$ cat src/ccs_consts.vh
// Constants of the clock source and start-up sequencer: register offsets, field positions,
// reset values and cycle counts.
// Assumes inclusion by bare name from the design files of this block.
//
// Functional notes
// - The four-bit clock source select fuse field picks crystal (1111-1010), low-frequency crystal (1001), external RC (1000-0101), internal RC (0100-0001) or external clock (0000).
// - Every fuse bit read as one is unprogrammed and read as zero is programmed.
// - Waking from power-down or power-save counts the configured number of selected-source clock cycles before execution resumes.
// - Start from reset inserts an extra delay timed by the watchdog oscillator, not the main clock, unless the start-up code selects no reset delay.
// - The reset delay is either 4,096 or 65,536 watchdog oscillator cycles long.
// - The shipped configuration is clock field 0001 with start-up field 10, the 1 MHz internal RC with slowly rising power.
// - In crystal mode the upper three select bits choose range 101, 110 or 111, and a programmed amplifier option gives all three the wide range.
// - Crystal with select bit 0 at zero: start-up codes 00/01 wake in 258 cycles, 10/11 in 1K, with reset delays 4K, 64K, none, 4K.
// - Crystal with select bit 0 at one: code 00 wakes in 1K with 64K delay, codes 01/10/11 wake in 16K with none, 4K, 64K delay.
// - The asynchronous timer clock runs only while the main clock comes from the internal oscillator, which must be over four times the timer frequency.
// - Clocks of unused domains are stopped according to the active sleep mode.
// - The program store clock is enabled and gated together with the core clock.
// - The converter clock keeps running while core and peripheral clocks are stopped for a conversion.
// - Internal RC wakes in 6 cycles; start-up codes 00/01/10 give no, 4K, 64K reset delay and 11 is reserved.
// - Low-frequency crystal codes 00/01 wake in 1K with 4K/64K delay, code 10 wakes in 32K with 64K delay, 11 is reserved.
`ifndef CCS_CONSTS_VH
`define CCS_CONSTS_VH

// ----------------------------------------------------------------------------
// Register map
// ----------------------------------------------------------------------------
`define CCS_ADDR_CONTROL      12'h000
`define CCS_ADDR_STATUS       12'h004

`define CCS_CTL_SLEEP_GO      0
`define CCS_CTL_MODE_LSB      1
`define CCS_CTL_MODE_MSB      3
`define CCS_CTL_ASYNC_REQ     4
`define CCS_CTL_CONV_EN       5

`define CCS_STS_STATE_LSB     0
`define CCS_STS_CLASS_LSB     4
`define CCS_STS_RESERVED      8
`define CCS_STS_ASYNC_REFUSED 9
`define CCS_STS_CLOCK_SOURCE_SELECT_LSB     16
`define CCS_STS_SUT_LSB       20
`define CCS_STS_AMPLIFIER_OPTION         22

// ----------------------------------------------------------------------------
// Reset values
// ----------------------------------------------------------------------------
`define CCS_MODE_RST          3'h0
`define CCS_ASYNC_REQ_RST     1'h0
`define CCS_CONV_EN_RST       1'h0
`define CCS_FUSE_CLOCK_SOURCE_SELECT_RST    4'h1
`define CCS_FUSE_SUT_RST      2'h2
`define CCS_FUSE_AMPLIFIER_OPTION_RST    1'h1

// ----------------------------------------------------------------------------
// Cycle counts of the oscillators
// ----------------------------------------------------------------------------
`define CCS_WAKE_6            17'h00006
`define CCS_WAKE_18           17'h00012
`define CCS_WAKE_258          17'h00102
`define CCS_WAKE_1K           17'h00400
`define CCS_WAKE_16K          17'h04000
`define CCS_WAKE_32K          17'h08000
`define CCS_WDT_4K            17'h01000
`define CCS_WDT_64K           17'h10000
`define CCS_FUSE_SETTLE       2'h3

`endif

$ cat src/ccs_cycle_counter.v
// Counter of rising edges of a free-running oscillator that arrives from outside the clock domain.
// Assumes the system clock is more than twice the oscillator frequency.
`timescale 1ns/100ps

module ccs_cycle_counter (
   // Clock and reset
   input  wire        clk,
   input  wire        rst_n,
   // Oscillator input, asynchronous
   input  wire        osc_in,
   // Control from the same clock domain
   input  wire        start,
   input  wire [16:0] load,
   // Result
   output reg         done
);

   reg        sync1_reg;
   reg        sync2_reg;
   reg        sync3_reg;
   reg        busy_reg;
   reg [16:0] remain_reg;
   wire       osc_rise;

   assign osc_rise = sync2_reg & ~sync3_reg;

   // ----------------------------------------------------------------------------
   // Synchroniser and countdown
   // ----------------------------------------------------------------------------
   always @(posedge clk) begin
      if (!rst_n) begin
         sync1_reg  <= 1'b0;
         sync2_reg  <= 1'b0;
         sync3_reg  <= 1'b0;
         busy_reg   <= 1'b0;
         remain_reg <= 17'h00000;
         done       <= 1'b0;
      end else begin
         sync1_reg <= osc_in;
         sync2_reg <= sync1_reg;
         sync3_reg <= sync2_reg;
         done      <= 1'b0;
         if (start) begin
            busy_reg   <= 1'b1;
            remain_reg <= load;
         end else if (busy_reg && osc_rise) begin
            remain_reg <= remain_reg - 17'h00001;
            if (remain_reg == 17'h00001) begin
               busy_reg <= 1'b0;
               done     <= 1'b1;
            end
         end
      end
   end

endmodule // ccs_cycle_counter

$ cat src/ccs_startup_sequencer.v
// Clock source decode, start-up sequencing and domain clock gating, with an APB register slave.
// Assumes fuse, wake and oscillator inputs come from pins outside the CLOCK domain,
// and that the domain clock enables drive glitch-free gates elsewhere.
`timescale 1ns/100ps
`include "ccs_consts.vh"

module ccs_startup_sequencer #(
   parameter [16:0] WDT_LONG    = `CCS_WDT_64K,
   parameter [16:0] WAKE_16K    = `CCS_WAKE_16K,
   parameter [16:0] WAKE_32K    = `CCS_WAKE_32K
) (
   // Clock and reset
   input  wire        CLOCK,
   input  wire        NRST,
   // APB slave
   input  wire        PSEL,
   input  wire        PENABLE,
   input  wire        PWRITE,
   input  wire [11:0] PADDR,
   input  wire [31:0] PWDATA,
   output reg  [31:0] PRDATA,
   output reg         PREADY,
   output reg         PSLVERR,
   // Fuses and oscillators
   input  wire [3:0]  CLOCK_SOURCE_SELECT,
   input  wire [1:0]  STARTUP_TIME_SELECT,
   input  wire        AMPLIFIER_OPTION,
   input  wire        MAIN_OSC_IN,
   input  wire        WATCHDOG_OSC_IN,
   input  wire        WAKE,
   // Domain clock enables and oscillator control
   output reg         CORE_CLOCK_EN,
   output reg         PERIPHERAL_CLOCK_EN,
   output reg         PROGRAM_STORE_CLOCK_EN,
   output reg         ASYNC_TIMER_CLOCK_EN,
   output reg         CONVERTER_CLOCK_EN,
   output reg         MAIN_OSC_EN,
   output reg  [1:0]  OSC_RANGE,
   output reg         AMP_FULL_SWING,
   output reg         EXECUTE_RELEASE
);

   // ----------------------------------------------------------------------------
   // Encodings and declarations
   // ----------------------------------------------------------------------------
   localparam [2:0] ST_FUSE  = 3'h0;
   localparam [2:0] ST_RDLY  = 3'h1;
   localparam [2:0] ST_START = 3'h2;
   localparam [2:0] ST_RUN   = 3'h3;
   localparam [2:0] ST_SLEEP = 3'h4;
   localparam [2:0] CL_CRYSTAL = 3'h0;
   localparam [2:0] CL_LOWFREQ = 3'h1;
   localparam [2:0] CL_EXT_RC  = 3'h2;
   localparam [2:0] CL_INT_RC  = 3'h3;
   localparam [2:0] CL_EXT_CLK = 3'h4;
   localparam [2:0] SM_IDLE       = 3'h0;
   localparam [2:0] SM_CONVERT    = 3'h1;
   localparam [2:0] SM_POWER_DOWN = 3'h2;
   localparam [2:0] SM_POWER_SAVE = 3'h3;
   localparam [1:0] RD_NONE  = 2'h0;
   localparam [1:0] RD_SHORT = 2'h1;
   localparam [1:0] RD_LONG  = 2'h2;
   localparam [1:0] RANGE_WIDE = 2'h3;

   reg  [2:0]  state_reg, state_next, mode_reg, src_class;
   reg  [3:0]  clock_source_select_reg, fuse_sel_s1_reg, fuse_sel_s2_reg;
   reg  [1:0]  settle_reg, sut_reg, fuse_sut_s1_reg, fuse_sut_s2_reg, range_next;
   reg         fuse_amp_s1_reg, fuse_amp_s2_reg, wake_s1_reg, wake_s2_reg, amplifier_option_reg, async_req_reg, conv_en_reg;
   reg         wdt_start, osc_start, core_next, periph_next, async_next, conv_next, osc_next;
   reg  [19:0] timing;
   reg  [31:0] rdata_next;
   wire [16:0] wake_count;
   wire [1:0]  rdly_sel;
   wire        wdt_done, osc_done, fuse_reserved, amp_programmed, async_refused;
   wire        apb_access, apb_done, sel_control, sel_status, sleep_go;

   // ----------------------------------------------------------------------------
   // Start-up table: {reserved, reset delay select, wake count}
   // ----------------------------------------------------------------------------
   function [19:0] startup_of;
      input [3:0] sel;
      input [1:0] startup_time_select;
      begin
         if (sel >= 4'ha) begin
            case ({sel[0], startup_time_select})
               3'h0:    startup_of = {1'b0, RD_SHORT, `CCS_WAKE_258};
               3'h1:    startup_of = {1'b0, RD_LONG,  `CCS_WAKE_258};
               3'h2:    startup_of = {1'b0, RD_NONE,  `CCS_WAKE_1K};
               3'h3:    startup_of = {1'b0, RD_SHORT, `CCS_WAKE_1K};
               3'h4:    startup_of = {1'b0, RD_LONG,  `CCS_WAKE_1K};
               3'h5:    startup_of = {1'b0, RD_NONE,  WAKE_16K};
               3'h6:    startup_of = {1'b0, RD_SHORT, WAKE_16K};
               default: startup_of = {1'b0, RD_LONG,  WAKE_16K};
            endcase
         end else if (sel == 4'h9) begin
            case (startup_time_select)
               2'h0:    startup_of = {1'b0, RD_SHORT, `CCS_WAKE_1K};
               2'h1:    startup_of = {1'b0, RD_LONG,  `CCS_WAKE_1K};
               2'h2:    startup_of = {1'b0, RD_LONG,  WAKE_32K};
               default: startup_of = {1'b1, RD_LONG,  WAKE_32K};
            endcase
         end else if (sel >= 4'h5) begin
            case (startup_time_select)
               2'h0:    startup_of = {1'b0, RD_NONE,  `CCS_WAKE_18};
               2'h1:    startup_of = {1'b0, RD_SHORT, `CCS_WAKE_18};
               2'h2:    startup_of = {1'b0, RD_LONG,  `CCS_WAKE_18};
               default: startup_of = {1'b0, RD_SHORT, `CCS_WAKE_6};
            endcase
         end else begin
            case (startup_time_select)
               2'h0:    startup_of = {1'b0, RD_NONE,  `CCS_WAKE_6};
               2'h1:    startup_of = {1'b0, RD_SHORT, `CCS_WAKE_6};
               2'h2:    startup_of = {1'b0, RD_LONG,  `CCS_WAKE_6};
               default: startup_of = {1'b1, RD_LONG,  `CCS_WAKE_6};
            endcase
         end
      end
   endfunction

   // ----------------------------------------------------------------------------
   // Fuse decode
   // ----------------------------------------------------------------------------
   // A fuse read as zero is programmed.
   assign amp_programmed = ~amplifier_option_reg;

   always @* begin
      if (clock_source_select_reg >= 4'ha) src_class = CL_CRYSTAL;
      else if (clock_source_select_reg == 4'h9) src_class = CL_LOWFREQ;
      else if (clock_source_select_reg >= 4'h5) src_class = CL_EXT_RC;
      else if (clock_source_select_reg >= 4'h1) src_class = CL_INT_RC;
      else src_class = CL_EXT_CLK;
      timing = startup_of(clock_source_select_reg, sut_reg);
      // Crystal codes 101, 110 and 111 map to ranges 0, 1 and 2.
      if (src_class != CL_CRYSTAL) range_next = 2'h0;
      else if (amp_programmed) range_next = RANGE_WIDE;
      else range_next = clock_source_select_reg[2:1] - 2'h1;
   end

   assign wake_count    = timing[16:0];
   assign rdly_sel      = timing[18:17];
   assign fuse_reserved = timing[19];
   assign async_refused = async_req_reg & (src_class != CL_INT_RC);

   // ----------------------------------------------------------------------------
   // Oscillator counters
   // ----------------------------------------------------------------------------
   ccs_cycle_counter u_wdt_count (
      .clk    (CLOCK),
      .rst_n  (NRST),
      .osc_in (WATCHDOG_OSC_IN),
      .start  (wdt_start),
      .load   ((rdly_sel == RD_LONG) ? WDT_LONG : `CCS_WDT_4K),
      .done   (wdt_done)
   );

   ccs_cycle_counter u_osc_count (
      .clk    (CLOCK),
      .rst_n  (NRST),
      .osc_in (MAIN_OSC_IN),
      .start  (osc_start),
      .load   (wake_count),
      .done   (osc_done)
   );

   // ----------------------------------------------------------------------------
   // APB decode
   // ----------------------------------------------------------------------------
   assign apb_access  = PSEL & PENABLE;
   assign apb_done    = apb_access & PREADY;
   assign sel_control = (PADDR == `CCS_ADDR_CONTROL);
   assign sel_status  = (PADDR == `CCS_ADDR_STATUS);
   assign sleep_go    = apb_done & PWRITE & sel_control & PWDATA[`CCS_CTL_SLEEP_GO];

   always @* begin
      rdata_next = 32'h00000000;
      if (sel_control) begin
         rdata_next[`CCS_CTL_MODE_MSB:`CCS_CTL_MODE_LSB] = mode_reg;
         rdata_next[`CCS_CTL_ASYNC_REQ]                   = async_req_reg;
         rdata_next[`CCS_CTL_CONV_EN]                     = conv_en_reg;
      end else if (sel_status) begin
         rdata_next[`CCS_STS_STATE_LSB+2:`CCS_STS_STATE_LSB] = state_reg;
         rdata_next[`CCS_STS_CLASS_LSB+2:`CCS_STS_CLASS_LSB] = src_class;
         rdata_next[`CCS_STS_RESERVED]                       = fuse_reserved;
         rdata_next[`CCS_STS_ASYNC_REFUSED]                  = async_refused;
         rdata_next[`CCS_STS_CLOCK_SOURCE_SELECT_LSB+3:`CCS_STS_CLOCK_SOURCE_SELECT_LSB] = clock_source_select_reg;
         rdata_next[`CCS_STS_SUT_LSB+1:`CCS_STS_SUT_LSB]     = sut_reg;
         rdata_next[`CCS_STS_AMPLIFIER_OPTION]                          = amplifier_option_reg;
      end
   end

   // ----------------------------------------------------------------------------
   // Sequencer
   // ----------------------------------------------------------------------------
   always @* begin
      state_next = state_reg;
      wdt_start  = 1'b0;
      osc_start  = 1'b0;
      case (state_reg)
         ST_FUSE: begin
            if (settle_reg == `CCS_FUSE_SETTLE) begin
               if (rdly_sel != RD_NONE) begin
                  state_next = ST_RDLY;
                  wdt_start  = 1'b1;
               end else begin
                  state_next = ST_START;
                  osc_start  = 1'b1;
               end
            end
         end
         ST_RDLY: begin
            if (wdt_done) begin
               state_next = ST_START;
               osc_start  = 1'b1;
            end
         end
         ST_START: if (osc_done) state_next = ST_RUN;
         ST_RUN: if (sleep_go) state_next = ST_SLEEP;
         ST_SLEEP: begin
            if (wake_s2_reg) begin
               if (mode_reg == SM_POWER_DOWN || mode_reg == SM_POWER_SAVE) begin
                  state_next = ST_START;
                  osc_start  = 1'b1;
               end else state_next = ST_RUN;
            end
         end
         default: state_next = ST_FUSE;
      endcase
   end

   // ----------------------------------------------------------------------------
   // Domain gating
   // ----------------------------------------------------------------------------
   always @* begin
      core_next   = 1'b0;
      periph_next = 1'b0;
      async_next  = 1'b0;
      conv_next   = 1'b0;
      osc_next    = 1'b1;
      if (state_next == ST_RUN) begin
         core_next   = 1'b1;
         periph_next = 1'b1;
         async_next  = 1'b1;
         conv_next   = conv_en_reg;
      end else if (state_next == ST_SLEEP) begin
         case (mode_reg)
            SM_IDLE: begin
               periph_next = 1'b1;
               async_next  = 1'b1;
               conv_next   = conv_en_reg;
            end
            SM_CONVERT: begin
               async_next = 1'b1;
               conv_next  = 1'b1;
            end
            SM_POWER_SAVE: begin
               async_next = 1'b1;
               osc_next   = 1'b0;
            end
            default: osc_next = 1'b0;
         endcase
      end
      async_next = async_next & async_req_reg & (src_class == CL_INT_RC);
   end

   // ----------------------------------------------------------------------------
   // Registers
   // ----------------------------------------------------------------------------
   always @(posedge CLOCK) begin
      if (!NRST) begin
         state_reg              <= ST_FUSE;
         settle_reg             <= 2'h0;
         fuse_sel_s1_reg        <= `CCS_FUSE_CLOCK_SOURCE_SELECT_RST;
         fuse_sel_s2_reg        <= `CCS_FUSE_CLOCK_SOURCE_SELECT_RST;
         fuse_sut_s1_reg        <= `CCS_FUSE_SUT_RST;
         fuse_sut_s2_reg        <= `CCS_FUSE_SUT_RST;
         fuse_amp_s1_reg        <= `CCS_FUSE_AMPLIFIER_OPTION_RST;
         fuse_amp_s2_reg        <= `CCS_FUSE_AMPLIFIER_OPTION_RST;
         wake_s1_reg            <= 1'b0;
         wake_s2_reg            <= 1'b0;
         clock_source_select_reg              <= `CCS_FUSE_CLOCK_SOURCE_SELECT_RST;
         sut_reg                <= `CCS_FUSE_SUT_RST;
         amplifier_option_reg              <= `CCS_FUSE_AMPLIFIER_OPTION_RST;
         mode_reg               <= `CCS_MODE_RST;
         async_req_reg          <= `CCS_ASYNC_REQ_RST;
         conv_en_reg            <= `CCS_CONV_EN_RST;
         PRDATA                 <= 32'h00000000;
         PREADY                 <= 1'b0;
         PSLVERR                <= 1'b0;
         CORE_CLOCK_EN          <= 1'b0;
         PERIPHERAL_CLOCK_EN    <= 1'b0;
         PROGRAM_STORE_CLOCK_EN <= 1'b0;
         ASYNC_TIMER_CLOCK_EN   <= 1'b0;
         CONVERTER_CLOCK_EN     <= 1'b0;
         MAIN_OSC_EN            <= 1'b1;
         OSC_RANGE              <= 2'h0;
         AMP_FULL_SWING         <= 1'b0;
         EXECUTE_RELEASE        <= 1'b0;
      end else begin
         state_reg       <= state_next;
         fuse_sel_s1_reg <= CLOCK_SOURCE_SELECT;
         fuse_sel_s2_reg <= fuse_sel_s1_reg;
         fuse_sut_s1_reg <= STARTUP_TIME_SELECT;
         fuse_sut_s2_reg <= fuse_sut_s1_reg;
         fuse_amp_s1_reg <= AMPLIFIER_OPTION;
         fuse_amp_s2_reg <= fuse_amp_s1_reg;
         wake_s1_reg     <= WAKE;
         wake_s2_reg     <= wake_s1_reg;
         // Fuses are sampled once, after the synchronisers have filled.
         if (state_reg == ST_FUSE && settle_reg != `CCS_FUSE_SETTLE) begin
            settle_reg <= settle_reg + 2'h1;
            if (settle_reg == `CCS_FUSE_SETTLE - 2'h1) begin
               clock_source_select_reg <= fuse_sel_s2_reg;
               sut_reg   <= fuse_sut_s2_reg;
               amplifier_option_reg <= fuse_amp_s2_reg;
            end
         end
         PREADY  <= apb_access & ~PREADY;
         PSLVERR <= apb_access & ~PREADY & ~(sel_control | sel_status);
         if (apb_access && !PREADY) begin
            PRDATA <= rdata_next;
         end
         if (apb_done && PWRITE && sel_control) begin
            mode_reg      <= PWDATA[`CCS_CTL_MODE_MSB:`CCS_CTL_MODE_LSB];
            async_req_reg <= PWDATA[`CCS_CTL_ASYNC_REQ];
            conv_en_reg   <= PWDATA[`CCS_CTL_CONV_EN];
         end
         CORE_CLOCK_EN          <= core_next;
         PROGRAM_STORE_CLOCK_EN <= core_next;
         PERIPHERAL_CLOCK_EN    <= periph_next;
         ASYNC_TIMER_CLOCK_EN   <= async_next;
         CONVERTER_CLOCK_EN     <= conv_next;
         MAIN_OSC_EN            <= osc_next;
         OSC_RANGE              <= range_next;
         AMP_FULL_SWING         <= (src_class == CL_CRYSTAL) & amp_programmed;
         EXECUTE_RELEASE        <= (state_next == ST_RUN);
      end
   end

endmodule // ccs_startup_sequencer

$ cat config.mk
export PLATFORM = sky130hd
export DESIGN_NAME = ccs_startup_sequencer
export DESIGN_NICKNAME = d
export VERILOG_FILES = /design/src/ccs_cycle_counter.v /design/src/ccs_startup_sequencer.v
export VERILOG_INCLUDE_DIRS = /design/src
export SDC_FILE = /design/constraint.sdc
export NUM_CORES = 1
export LEC_CHECK = 0
export BUFFER_PORTS_ARGS = -buffer_cell sky130_fd_sc_hd__buf_4
export CORE_MARGIN = 2
export CORE_UTILIZATION = 40
export DETAILED_ROUTE_END_ITERATION = 8
export PLACE_DENSITY_LB_ADDON = 0.15
export SYNTH_ARGS = -nofsm -noshare
export SYNTH_HDL_FRONTEND = slang
export SYNTH_SLANG_ARGS = --single-unit
$ cat constraint.sdc
create_clock -name CLOCK -period 2.5 [get_ports CLOCK]
set_input_delay 0.25 -clock CLOCK [delete_from_list [all_inputs] [get_ports CLOCK]]
set_output_delay 0.25 -clock CLOCK [all_outputs]
set_load 0.005 [all_outputs]
Word-level counts from Yosys, hierarchy flattened --
Index checks and enable logic that the tools add are counted. Widths: inputs -> output; s select.
Word-level totals: flip-flop bits (word level) 104, output and inout bits 44
Operators by class: add/subtract/negate cells 4, magnitude comparators 3, equal/unequal tests 27, multiplexer cells 64, bitwise operators 23, reductions and logical operators 29
Operator list (count):
- $pmux 19 s7 | 1
- $pmux 20 s3 | 2
- $mux 17 | 5
- $mux 20 | 3
- $pmux 19 s3 | 1
- $eq 17x1->1 const B | 2
- $sub 17x1->17 const B | 2
- $mux 3 | 11
- $mux 1 | 30
- $eq 3x2->1 const B | 8
- $eq 3x3->1 const B | 5
- $pmux 3 s5 | 1
- $mux 7 | 2
- $and 1x1->1 | 13
- $eq 12x3->1 const B | 1
- $logic_not 12->1 | 1
- $logic_not 3->1 | 4
- $mux 2 | 6
- $reduce_or 3->1 | 4
- $reduce_bool 2->1 | 5
- $eq 3x1->1 const B | 3
- $not 1->1 | 9
- $eq 2x2->1 const B | 4
- $logic_and 1x1->1 | 6
- other kinds (18) | 21

Depth between registers and ports, before layout --
Gate-level depths: netlist of run 1.
depth after elaboration 14, depth in mapped cells 7

Hierarchy --
From an unflattened synthesis of run 1, not the netlist that was laid out.
Unflattened totals: cell total of the unflattened synthesis 578, area, all modules 4952.2 sq um
By module, submodules not included:
- ccs_startup_sequencer | instances 1, cells an instance 312, area an instance 2656.3 sq um, sequential area each 1181.1 sq um
- ccs_cycle_counter (u_osc_count) | instances 1, cells an instance 134, area an instance 1161.1 sq um, sequential area each 440.4 sq um
- ccs_cycle_counter (u_wdt_count) | instances 1, cells an instance 132, area an instance 1134.8 sq um, sequential area each 440.4 sq um

Worst setup path before layout of run 1 --
Ideal clock, no wire load.
path type in2reg, start in PADDR[1], end reg CONVERTER_CLOCK_EN, setup time 0.122 ns, data arrival time 1.873 ns, data required time 2.378 ns, path slack 0.505 ns, stages on the path 5, path buffers 0, path through or4_4 -> nor4_2 -> a21o_1 -> o21ai_2 -> a311o_1
On the way: cells in the longest elaborated chain, start to end 8, elaborated cells between the ends (all ways) 9, classes of those cells eq/ne: 2; mux: 4; bitwise: 2; reduce/logical: 1
Ends and longest elaborated chain:
- start, declared | line ccs_startup_sequencer.v:19 | input wire [11:0] PADDR,
- $logic_not 12->1 (no source line) (*)
- $and 1x1->1 (*) (2 in series) | line ccs_startup_sequencer.v:172 | assign sleep_go = apb_done & PWRITE & sel_control & PWDATA[`CCS_CTL_SLEEP_GO];
- $mux 3 (*) | line ccs_startup_sequencer.v:217 | ST_RUN: if (sleep_go) state_next = ST_SLEEP;
- $pmux 3 s5 (*) | line ccs_startup_sequencer.v:198 | case (state_reg)
- $eq 3x3->1 | line ccs_startup_sequencer.v:244 | end else if (state_next == ST_SLEEP) begin
- $mux 1 | line ccs_startup_sequencer.v:244
- $mux 1 (*) | line ccs_startup_sequencer.v:239 | if (state_next == ST_RUN) begin
- end signal, assigned | line ccs_startup_sequencer.v:331 | CONVERTER_CLOCK_EN <= conv_next;
- end, declared | line ccs_startup_sequencer.v:36 | output reg CONVERTER_CLOCK_EN,
Every way passes the cells marked *; elsewhere a longest branch is shown, timed or not. A chain may end at the register's enable or synchronous reset.

Worst setup path in the final report of run 1 --
start reg clock_source_select_reg[2], end reg u_wdt_count.remain_reg[16]
On the way: cells in the longest elaborated chain, start to end 9, elaborated cells between the ends (all ways) 14, classes of those cells order compare: 2; eq/ne: 2; mux: 8; reduce/logical: 2
Ends and longest elaborated chain:
- start, declared | line ccs_startup_sequencer.v:66 | reg [3:0] clock_source_select_reg, fuse_sel_s1_reg, fuse_sel_s2_reg;
- start signal, assigned | line ccs_startup_sequencer.v:280 | clock_source_select_reg <= `CCS_FUSE_CLOCK_SOURCE_SELECT_RST;
- start signal, assigned | line ccs_startup_sequencer.v:312 | clock_source_select_reg <= fuse_sel_s2_reg;
- $ge 4x3->1 | line ccs_startup_sequencer.v:102 | end else if (sel >= 4'h5) begin
- $mux 20 | line ccs_startup_sequencer.v:102
- $mux 20 | line ccs_startup_sequencer.v:95 | end else if (sel == 4'h9) begin
- $mux 20 (*) | line ccs_startup_sequencer.v:84 | if (sel >= 4'ha) begin
- $reduce_bool 2->1 | line ccs_startup_sequencer.v:201 | if (rdly_sel != RD_NONE) begin
- $mux 1 | line ccs_startup_sequencer.v:201
- $mux 1 | line ccs_startup_sequencer.v:200 | if (settle_reg == `CCS_FUSE_SETTLE) begin
- $mux 1 | line ccs_startup_sequencer.v:198
- $mux 17 or $reduce_bool 2->1 (tied branches)
- end signal, assigned | line ccs_cycle_counter.v:45 | remain_reg <= load;
- end signal, assigned | line ccs_cycle_counter.v:47 | remain_reg <= remain_reg - 17'h00001;
- end, declared | line ccs_cycle_counter.v:22 | reg [16:0] remain_reg;
Marked as above.

==> results.yml, run 1 <==
timing:
  fin_crit_sh_pct: 78.5
  grt_setup_unrepaired: "no"
  worstMarginPinSlew_ps: 532
  clock.fmax_mhz: 509
  slew_violations: 0
  tns_ps: 0
  hold_viol_final: 0
  setup_viol: 0
  fin_worst_skew_ps: 7.16
  setup_ws_ps: 537
  max_slew_margin_pct: 64.2
  fin_crit_ps: 1960
routing:
  drc: 0
  routed_via_density: 5.21
  drt_iter0_drc: 210
  first_pass_iters: 4
  final_antenna_net_count: 0
  vias: 3820
  wirelength_um: 10500
  post_drt_wl_per_cell_um: 14.3
final_layout:
  stdcell_count: 733
  n_antenna_cell: 0
  drive_gt1_share_pct: 18.8
  syn_to_final_growth_pct: 17.4
  layout.nets: 651
  fill_cells: 1116
grt:
  grt_max_degree: 40
  gr-total-overflow: 0
  grt_pass1_wl_um: 17700
  antenna_found_initial: 0
  grt_pass1_vias: 3576
  grtUsageTotal_pct: 17.4
worst_setup_path:
  crit_path_top_delay_cell: "dfxtp_1"
  cp.required_ps: 2750
  cp_max_fo: 14
  critPathLaunch: "clock_source_select_reg[2]"
  r2r_start: "clock_source_select_reg[2]"
  worstSetupPathType: "reg -> reg"
  cpMostUsedCell: "nor2_1"
  regToRegEndpoint: "u_wdt_count.remain_reg[16]"
  rrSetupSlack_ps: 540
  crit_chain: "nor2_1, or3_1, a32oi_1, nor2_1, o221a_2"
  max_stage_delay_ps: 610
  start_kind: "register"
  worst_setup_path_end_kind: "register"
  cp.arrival_ps: 2210
  worstRegToRegCells: 5
power:
  power.total_mw: 3.74
  power.leakage_nw: 2.24
  ir_worst_vdd_v: 0.000432
  power.density_nw_per_um2: 681
clock_network:
  cts_buffers: 9
  htreeDepth: 3
  clk_latency_ps: 350
  post-cts-setup-buffers: 0
  cts_sinks: 103
  clockBufferDepth: 2
  ctsRootBufferMaster: "clkbuf_16"
  path_clk_slew_ps: 70
  hold_buffers: 0
  cts_tree: "yes"
  ctsResizeCount: 0
placement:
  port_buffers: 60
  placedCellCount: 718
  hpwl_um: 7690
  finalWeightedCongestion: 0.839
  pre_cts_ws_ps: 378
run:
  max_cap_viol_count: 0
floorplanning:
  die_w_um: 112
  die_y_um: 112
  num_io_pins: 103
  dieArea_sq_um: 12600
  rows: 39
  initial_core_util_pct: 41.0
  core_area_sq_um: 11400
outcome:
  outcome: "finished, final reports clean"
yosys:
  syn-instance-count: 527
  synth.cell_area_sq_um: 4680
  synthFlopType: "dfxtp_1"
  synth.yosys.warnings: 0
  synth.distinct_cells: 73
  synth_edf_count: 0
  postSynth.asyncResetShare_pct: 0
  ys_seq_area_share_pct: 44.1
  ys_ff_latch: 103
  synth_area_per_cell_sq_um: 8.88
min_path:
  hp-class: "in -> reg"
  holdPathEnd: "fuse_sel_s1_reg[0]"
  hold_path.startpoint: "CLOCK_SOURCE_SELECT[0]"
  hold_depth: 2
[worst max-delay path, delay by kind of cell (launching register included)]
family	cells	cell delay (ps)
AO/OA/AOI/OAI	2	570
flip-flops	1	610
AND/OR/NAND/NOR	3	670
[through the flow]
step / hold WS, ps / area, sq um / utilization, %
after floorplan: 351 / 4740 / -
after global placement: 395 / 5220 / 45.7
after detailed placement: 393 / 5220 / 45.7
after CTS: 63.1 / 5490 / 48.1
after global routing: 60.7 / 5490 / 48.1
final: 78.0 / 5490 / 48.1
[layer usage]
layer / track usage, % / part of all wire, % / wire length [um]
met1: 23.9 / 48 / 5050
met2: 27.1 / 47 / 4880
met3: 5.02 / 4.1 / 433
met4: 4.88 / 1.2 / 128
met5: 0 / 0 / 0
[cell type report]
class	instances	area [sq um]	share of cell area, %
inverter	15	56.3	1.03
tap	143	179	3.26
clock inverter	6	52.6	0.957
clock buffer	9	225	4.10
sequential	103	2060	37.5
timing repair buffer	78	586	10.7
multi-input combinational	379	2330	42.5
[cells in the mapped netlist (all sizes together) (3+ instances only)]
| library cell | count | area share (%) |
|---|---|---|
| a211oi | 6 | 0.96 |
| a21oi | 30 | 3.2 |
| a22o | 8 | 1.5 |
| a31oi | 3 | 0.40 |
| a32oi | 3 | 0.56 |
| and2 | 18 | 2.4 |
| and3 | 3 | 0.43 |
| buf | 25 | 4.3 |
| clkbuf | 20 | 1.8 |
| dfxtp | 103 | 44 |
| ha | 6 | 1.6 |
| inv | 15 | 1.2 |
| mux2 | 3 | 0.72 |
| nand2 | 48 | 3.9 |
| nand2b | 10 | 1.3 |
| nand3 | 18 | 1.9 |
| nand3b | 7 | 1.1 |
| nand4 | 6 | 0.80 |
| nand4b | 4 | 0.75 |
| nor2 | 50 | 4.0 |
| nor2b | 3 | 0.40 |
| nor3 | 23 | 2.8 |
| nor4 | 11 | 1.6 |
| o211a | 3 | 0.64 |
| o21a | 4 | 0.64 |
| o21ai | 14 | 1.6 |
| o22ai | 4 | 0.53 |
| or3 | 7 | 0.94 |
| or4 | 7 | 1.4 |
| xnor2 | 18 | 3.4 |
| xor2 | 11 | 2.1 |
[worst max-delay path by stage]
stage	slack, ps	cells after the start	endpoint
floorplan	500	5	CONVERTER_CLOCK_EN
global placement	400	6	ASYNC_TIMER_CLOCK_EN
detailed placement	380	6	CONVERTER_CLOCK_EN
CTS	520	7	u_osc_count.remain_reg[6]
global route	400	7	u_osc_count.done
finish	540	5	u_wdt_count.remain_reg[16]
[report_power, final]
| group | total [mW] | leakage (nW) | internal [mW] | switching (mW) |
|---|---|---|---|---|
| registers | 1.79 | 0.836 | 1.72 | 0.0722 |
| clock network | 1.32 | 0.130 | 0.685 | 0.639 |
| logic | 0.621 | 1.28 | 0.268 | 0.353 |
| total | 3.74 | 2.24 | 2.67 | 1.06 |
[cells in the final DEF (no fill, tap or decap), drive strengths merged, types with 6 or more instances in the layout]
| master | n |
|---|---|
| nand2 | 48 |
| a211oi | 6 |
| nor4 | 11 |
| nand3b | 7 |
| ha | 6 |
| nand4 | 6 |
| a21oi | 30 |
| clkbuf | 9 |
| nand3 | 18 |
| nand2b | 10 |
| or4 | 7 |
| o21ai | 14 |
| xnor2 | 18 |
| or3 | 7 |
| nor3 | 23 |
| nor2 | 50 |
| conb | 16 |
| dfxtp | 103 |
| xor2 | 11 |
| inv | 18 |
| a22o | 8 |
| buf | 78 |
| and2 | 18 |
[cells by family after synthesis]
family / after synthesis / share of synthesized area [%]
compound gates: 98 / 14.7
xor+xnor: 29 / 5.43
fa+ha+maj: 6 / 1.60
buf+inv: 60 / 7.30
flops: 103 / 44.1
mux: 4 / 0.936
other cells: 1 / 0.0801
simple gates: 226 / 25.9
Note: power is estimated with default switching activity, not from simulation.
==> inputs of run 2 (changes only) <==
clock period = 1.6 ns   (was 2.5 ns; I/O delays follow)
==> results.yml, run 2 (synthesis results as in run 1) <==
clock_network:
  ctsRootBufferMaster: "clkbuf_16"
  htreeDepth: 3
  cts_buffers: 9
  path_clk_slew_ps: 80
  cts_sinks: 103
  clockBufferDepth: 2
  cts_tree: "yes"
  clk_latency_ps: 360
routing:
  routed_via_density: 5.07
  drt_iter0_drc: 230
  post_drt_wl_per_cell_um: 14.4
  wirelength_um: 11900
  drc: 0
  first_pass_iters: 7
  final_antenna_net_count: 0
  vias: 4181
floorplanning:
  initial_core_util_pct: 41.0
  num_io_pins: 103
  die_w_um: 112
  dieArea_sq_um: 12600
  core_area_sq_um: 11400
  rows: 39
  die_y_um: 112
placement:
  hpwl_um: 8410
  finalWeightedCongestion: 0.867
  placedCellCount: 789
  port_buffers: 60
  pre_cts_ws_ps: -412
power:
  ir_worst_vdd_v: 0.000748
  pwr-share-clk_pct: 35.4
  p_switching_mw: 1.92
  power.leakage_nw: 2.80
  power.density_nw_per_um2: 1010
  power_frac_comb_pct: 22.6
  internal_power_mw: 4.75
  swShare_pct: 28.8
  p_seq_share_pct: 42.0
worst_setup_path:
  worstRegToRegCells: 6
  cp_max_fo: 7
  crit_chain: "or3b_4, a21oi_4, o21ba_4, nor2_2, buf_6, a211oi_2"
  cp.required_ps: 1880
  cp.arrival_ps: 1950
  max_stage_delay_ps: 390
  worstSetupPathType: "reg -> reg"
  start_kind: "register"
  worst_setup_path_end_kind: "register"
  crit_path_top_delay_cell: "or3b_4"
timing:
  tns_ps: -441
  grt_setup_unrepaired: "yes"
  slew_violations: 0
  hold_viol_final: 0
  fin_crit_sh_pct: 104
  clock.fmax_mhz: 599
  max_slew_margin_pct: 59.8
  setup_viol: 16
  fin_crit_ps: 1670
  fin_worst_skew_ps: 9.62
  worstMarginPinSlew_ps: 600
  setup_ws_ps: -68.6
final_layout:
  syn_to_final_growth_pct: 41.5
  final_common_cell: "buf_4"
  final_util_pct: 58.0
  fill_cells: 1013
  stdcell_count: 824
  layout.nets: 741
  mostFrequentLayoutCells: "buf_4, dfxtp_1, nor2_1, nand2_1, a21oi_1"
  n_antenna_cell: 0
  drive_gt1_share_pct: 37.0
grt:
  antenna_found_initial: 0
  grt_pass1_wl_um: 19200
  grt_pass1_vias: 4129
  grtUsageTotal_pct: 18.7
  gr-total-overflow: 0
  grt_max_degree: 24
outcome:
  violations: "setup timing"
  outcome: "complete, but fails checks"
min_path:
  hp-class: "in -> reg"
  hold_depth: 2
run:
  max_cap_viol_count: 0
==> run 2: cell types whose count changed in the layout (fill, tap and decap cells not counted), sizes merged <==
cell,previous run,this run
inv,18,19
bufinv,0,1
clkinvlp,2,0
clkinv,1,2
dlygate4sd3,0,8
buf,78,160
==> run 2: worst paths after layout <==
check / slack (ps) / to / start
worst max-delay path: -70 / u_osc_count.remain_reg[4] / clock_source_select_reg[0]
worst min-delay path: 10 / u_osc_count.sync1_reg / MAIN_OSC_IN
worst max register to register: -70 / u_osc_count.remain_reg[4] / clock_source_select_reg[0]
worst min register to register: 410 / fuse_amp_s2_reg / fuse_amp_s1_reg
==> run 2: what timing repair did <==
action	4_1_cts	5_1_grt
hold endpoints to repair	8	0
resized for setup	28	43
hold buffers	8	0
gates cloned	0	0
setup buffers	3	8
pin swaps	11	14
setup endpoints to repair	40	53
==> run 2: critical path: cells and delay by family, from the launching register on <==
kind,cells,cell delay (ps)
AND/OR/NAND/NOR,2,450
flip-flops,1,370
buffers and inverters,1,140
AO/OA/AOI/OAI,3,640
==> run 2: per-layer routing <==
metal / wire, um / vias up / GRT usage [%] / part of all wire (%)
met1: 5250 / 1986 / 22.4 / 44
met3: 388 / 16 / 4.32 / 3.3
met2: 6030 / 62 / 32.8 / 51
li1: - / 2117 / - / -
met5: 0 / - / 0 / 0
met4: 221 / 0 / 7.15 / 1.9
==> run 2: layout make-up <==
cell class              count  area, sq um  share of cell area (%)
clock inverters             7         95.1                    1.44
inverters                  15         56.3                   0.850
flip-flops and latches    103         2090                    31.5
well taps                 143          179                    2.70
repair buffers            168         1340                    20.3
multi-input cells         379         2640                    39.9
clock buffers               9          225                    3.40
==> run 2: power groups by stage <==
| stage | clock network [mW] | logic (mW) | registers, mW |
|---|---|---|---|
| global placement | 0 | 1.22 | 2.84 |
| finish | 2.36 | 1.50 | 2.80 |
| floorplan | 0 | 0.765 | 2.82 |
| global route | 2.50 | 1.65 | 2.82 |
| detailed placement | 0 | 1.24 | 2.85 |
| CTS | 2.41 | 1.34 | 2.79 |
==> run 2: stage by stage <==
stage	hold WS, ps	power, mW	area (sq um)
after global routing	2.49	6.96	6620
after detailed placement	350	4.09	5830
after floorplan	261	3.59	4800
after CTS	5.31	6.54	6370
final	10.1	6.66	6620
after global placement	341	4.07	5830
==> inputs of run 3 (changes only) <==
SETUP_SLACK_MARGIN = 0.1   (was default)
==> results.yml, run 3 (synthesis results as in run 1) <==
outcome:
  outcome: "complete, but fails checks"
  violations: "setup timing"
routing:
  first_pass_iters: 4
  drt_iter0_drc: 159
  highest_layer: "met4"
  post_drt_wl_per_cell_um: 14.9
  final_antenna_net_count: 0
  routed_via_density: 5.19
  met2WireLength_um: 6160
  wl_met1_um: 5320
  wl_met3_um: 484
  vias: 4265
  wirelength_um: 12300
  drc: 0
worst_setup_path:
  max_stage_delay_ps: 400
  cp.arrival_ps: 1930
  cp.required_ps: 1860
  r2r_start: "startup_of.startup_time_select[0]"
  regToRegEndpoint: "u_osc_count.remain_reg[2]"
  start_kind: "register"
  crit_path_top_delay_cell: "or3b_4"
  worst_setup_path_end_kind: "register"
  rrSetupSlack_ps: -70
  worst-path-stages: 6
  worstRegToRegCells: 6
  worstSetupPathType: "reg -> reg"
  crit_chain: "or3b_4, a21oi_4, buf_6, o21ba_4, nor2_4, a311oi_1"
  critical-path-top-delay-family: "compound AO/OA/AOI/OAI gates"
  critPathCapture: "u_osc_count.remain_reg[2]"
  cp_max_fo: 5
  critPathLaunch: "startup_of.startup_time_select[0]"
  critPathBufInv: 1
timing:
  fin_crit_sh_pct: 104
  hold_viol_final: 0
  clock.fmax_mhz: 600
  grt_setup_unrepaired: "yes"
  fin_crit_ps: 1670
  slew_violations: 0
  max_slew_margin_pct: 58.0
  setup_ws_ps: -68.0
  worstMarginPinSlew_ps: 622
  setup_viol: 18
  fin_worst_skew_ps: 7.16
grt:
  grt_pass1_wl_um: 19900
  grtUsageTotal_pct: 19.5
  antenna_found_initial: 0
  grt_max_degree: 32
  gr-total-overflow: 0
  grt_pass1_vias: 4157
floorplanning:
  die_w_um: 112
  die_y_um: 112
  core_area_sq_um: 11400
  num_io_pins: 103
  dieArea_sq_um: 12600
  initial_core_util_pct: 41.0
  rows: 39
clock_network:
  cts_buffers: 9
  ctsRootBufferMaster: "clkbuf_16"
  clk_latency_ps: 350
  cts_sinks: 103
  htreeDepth: 3
  clockBufferDepth: 2
  path_clk_slew_ps: 70
  cts_tree: "yes"
final_layout:
  fill_cells: 965
  mostFrequentLayoutCells: "buf_4, dfxtp_1, nand2_1, a21oi_1, nor2_1"
  layout.nets: 739
  syn_to_final_growth_pct: 48.7
  design_area_sq_um: 6960
  n_antenna_cell: 0
  final_common_cell: "buf_4"
  drive_gt1_share_pct: 43.6
placement:
  finalWeightedCongestion: 0.832
  port_buffers: 60
  pre_cts_ws_ps: -400
  post_dp_cell_area_sq_um: 5830
  hpwl_um: 8330
power:
  power.total_mw: 6.86
  power.density_nw_per_um2: 985
  power.leakage_nw: 2.86
  ir_worst_vdd_v: 0.00108
min_path:
  hp-class: "in -> reg"
  hold_depth: 2
run:
  max_cap_viol_count: 0
-- run 3: changes by cell type in the layout (fill, tap and decap cells not counted), moves of 4 or more --
cell	previous run	this run
nor2_1	45	20
nor2_4	1	16
nor2_2	4	14
buf_4	151	142
buf_6	6	13
dfxtp_1	92	86
dfxtp_2	7	11
nor4_2	6	2
-- run 3: final cells by class --
cell class	count	area [sq um]	area share [%]
Inverter	15	56.3	0.809
Timing Repair Buffer	165	1370	19.7
Clock buffer	9	225	3.24
Multi-Input combinational cell	380	2940	42.2
Sequential cell	103	2100	30.2
Tap cell	143	179	2.57
Clock inverter	7	95.1	1.37
-- run 3: what timing repair did --
| action | CTS | global route |
|---|---|---|
| endpoints found under the setup margin | 47 | 64 |
| pin swaps | 29 | 27 |
| gates resized for setup | 65 | 75 |
| gates cloned | 1 | 1 |
| endpoints found under the hold margin | 5 | 0 |
| hold buffers | 5 | 0 |
| setup buffers | 13 | 7 |
-- run 3: where the power goes --
group | internal [mW] | switching [mW]
sequential | 2.71 | 0.129
clock | 1.37 | 0.980
combinational | 0.871 | 0.797
-- run 3: worst reg2reg max path, delay by kind of cell, from the launching register on --
kind	cells	cell delay, ps
AND/OR/NAND/NOR	2	490
buffers and inverters	1	130
flip-flops	1	360
AO/OA/AOI/OAI	3	600
-- run 3: how the worst min path moves through the flow --
stage,from,endpoint,slack (ps)
final,WATCHDOG_OSC_IN,u_wdt_count.sync1_reg,10
after floorplan,AMPLIFIER_OPTION,fuse_amp_s1_reg,260
after detailed placement,STARTUP_TIME_SELECT[1],fuse_sut_s1_reg[1],350
after global routing,CLOCK_SOURCE_SELECT[1],fuse_sel_s1_reg[1],10
after CTS,WATCHDOG_OSC_IN,u_wdt_count.sync1_reg,2
after global placement,AMPLIFIER_OPTION,fuse_amp_s1_reg,340
-- run 3: through the flow --
stage                     TNS [ps]  utilization, %  cells  hold WS, ps
after detailed placement     -6660            51.1    780          346
after global placement       -6050            51.1    780          342
after global routing         -2830            60.9    822         11.6
after floorplan              -1370               -    542          261
final                         -479            60.9    822         14.7
after CTS                     -305            57.6    815         1.67
-- run 3: routing by layer --
| metal | GRT usage, % | up-vias |
|---|---|---|
| met2 | 33.1 | 84 |
| li1 | - | 2112 |
| met1 | 23.9 | 2042 |
| met5 | 0 | - |
| met4 | 6.59 | 0 |
| met3 | 5.40 | 27 |
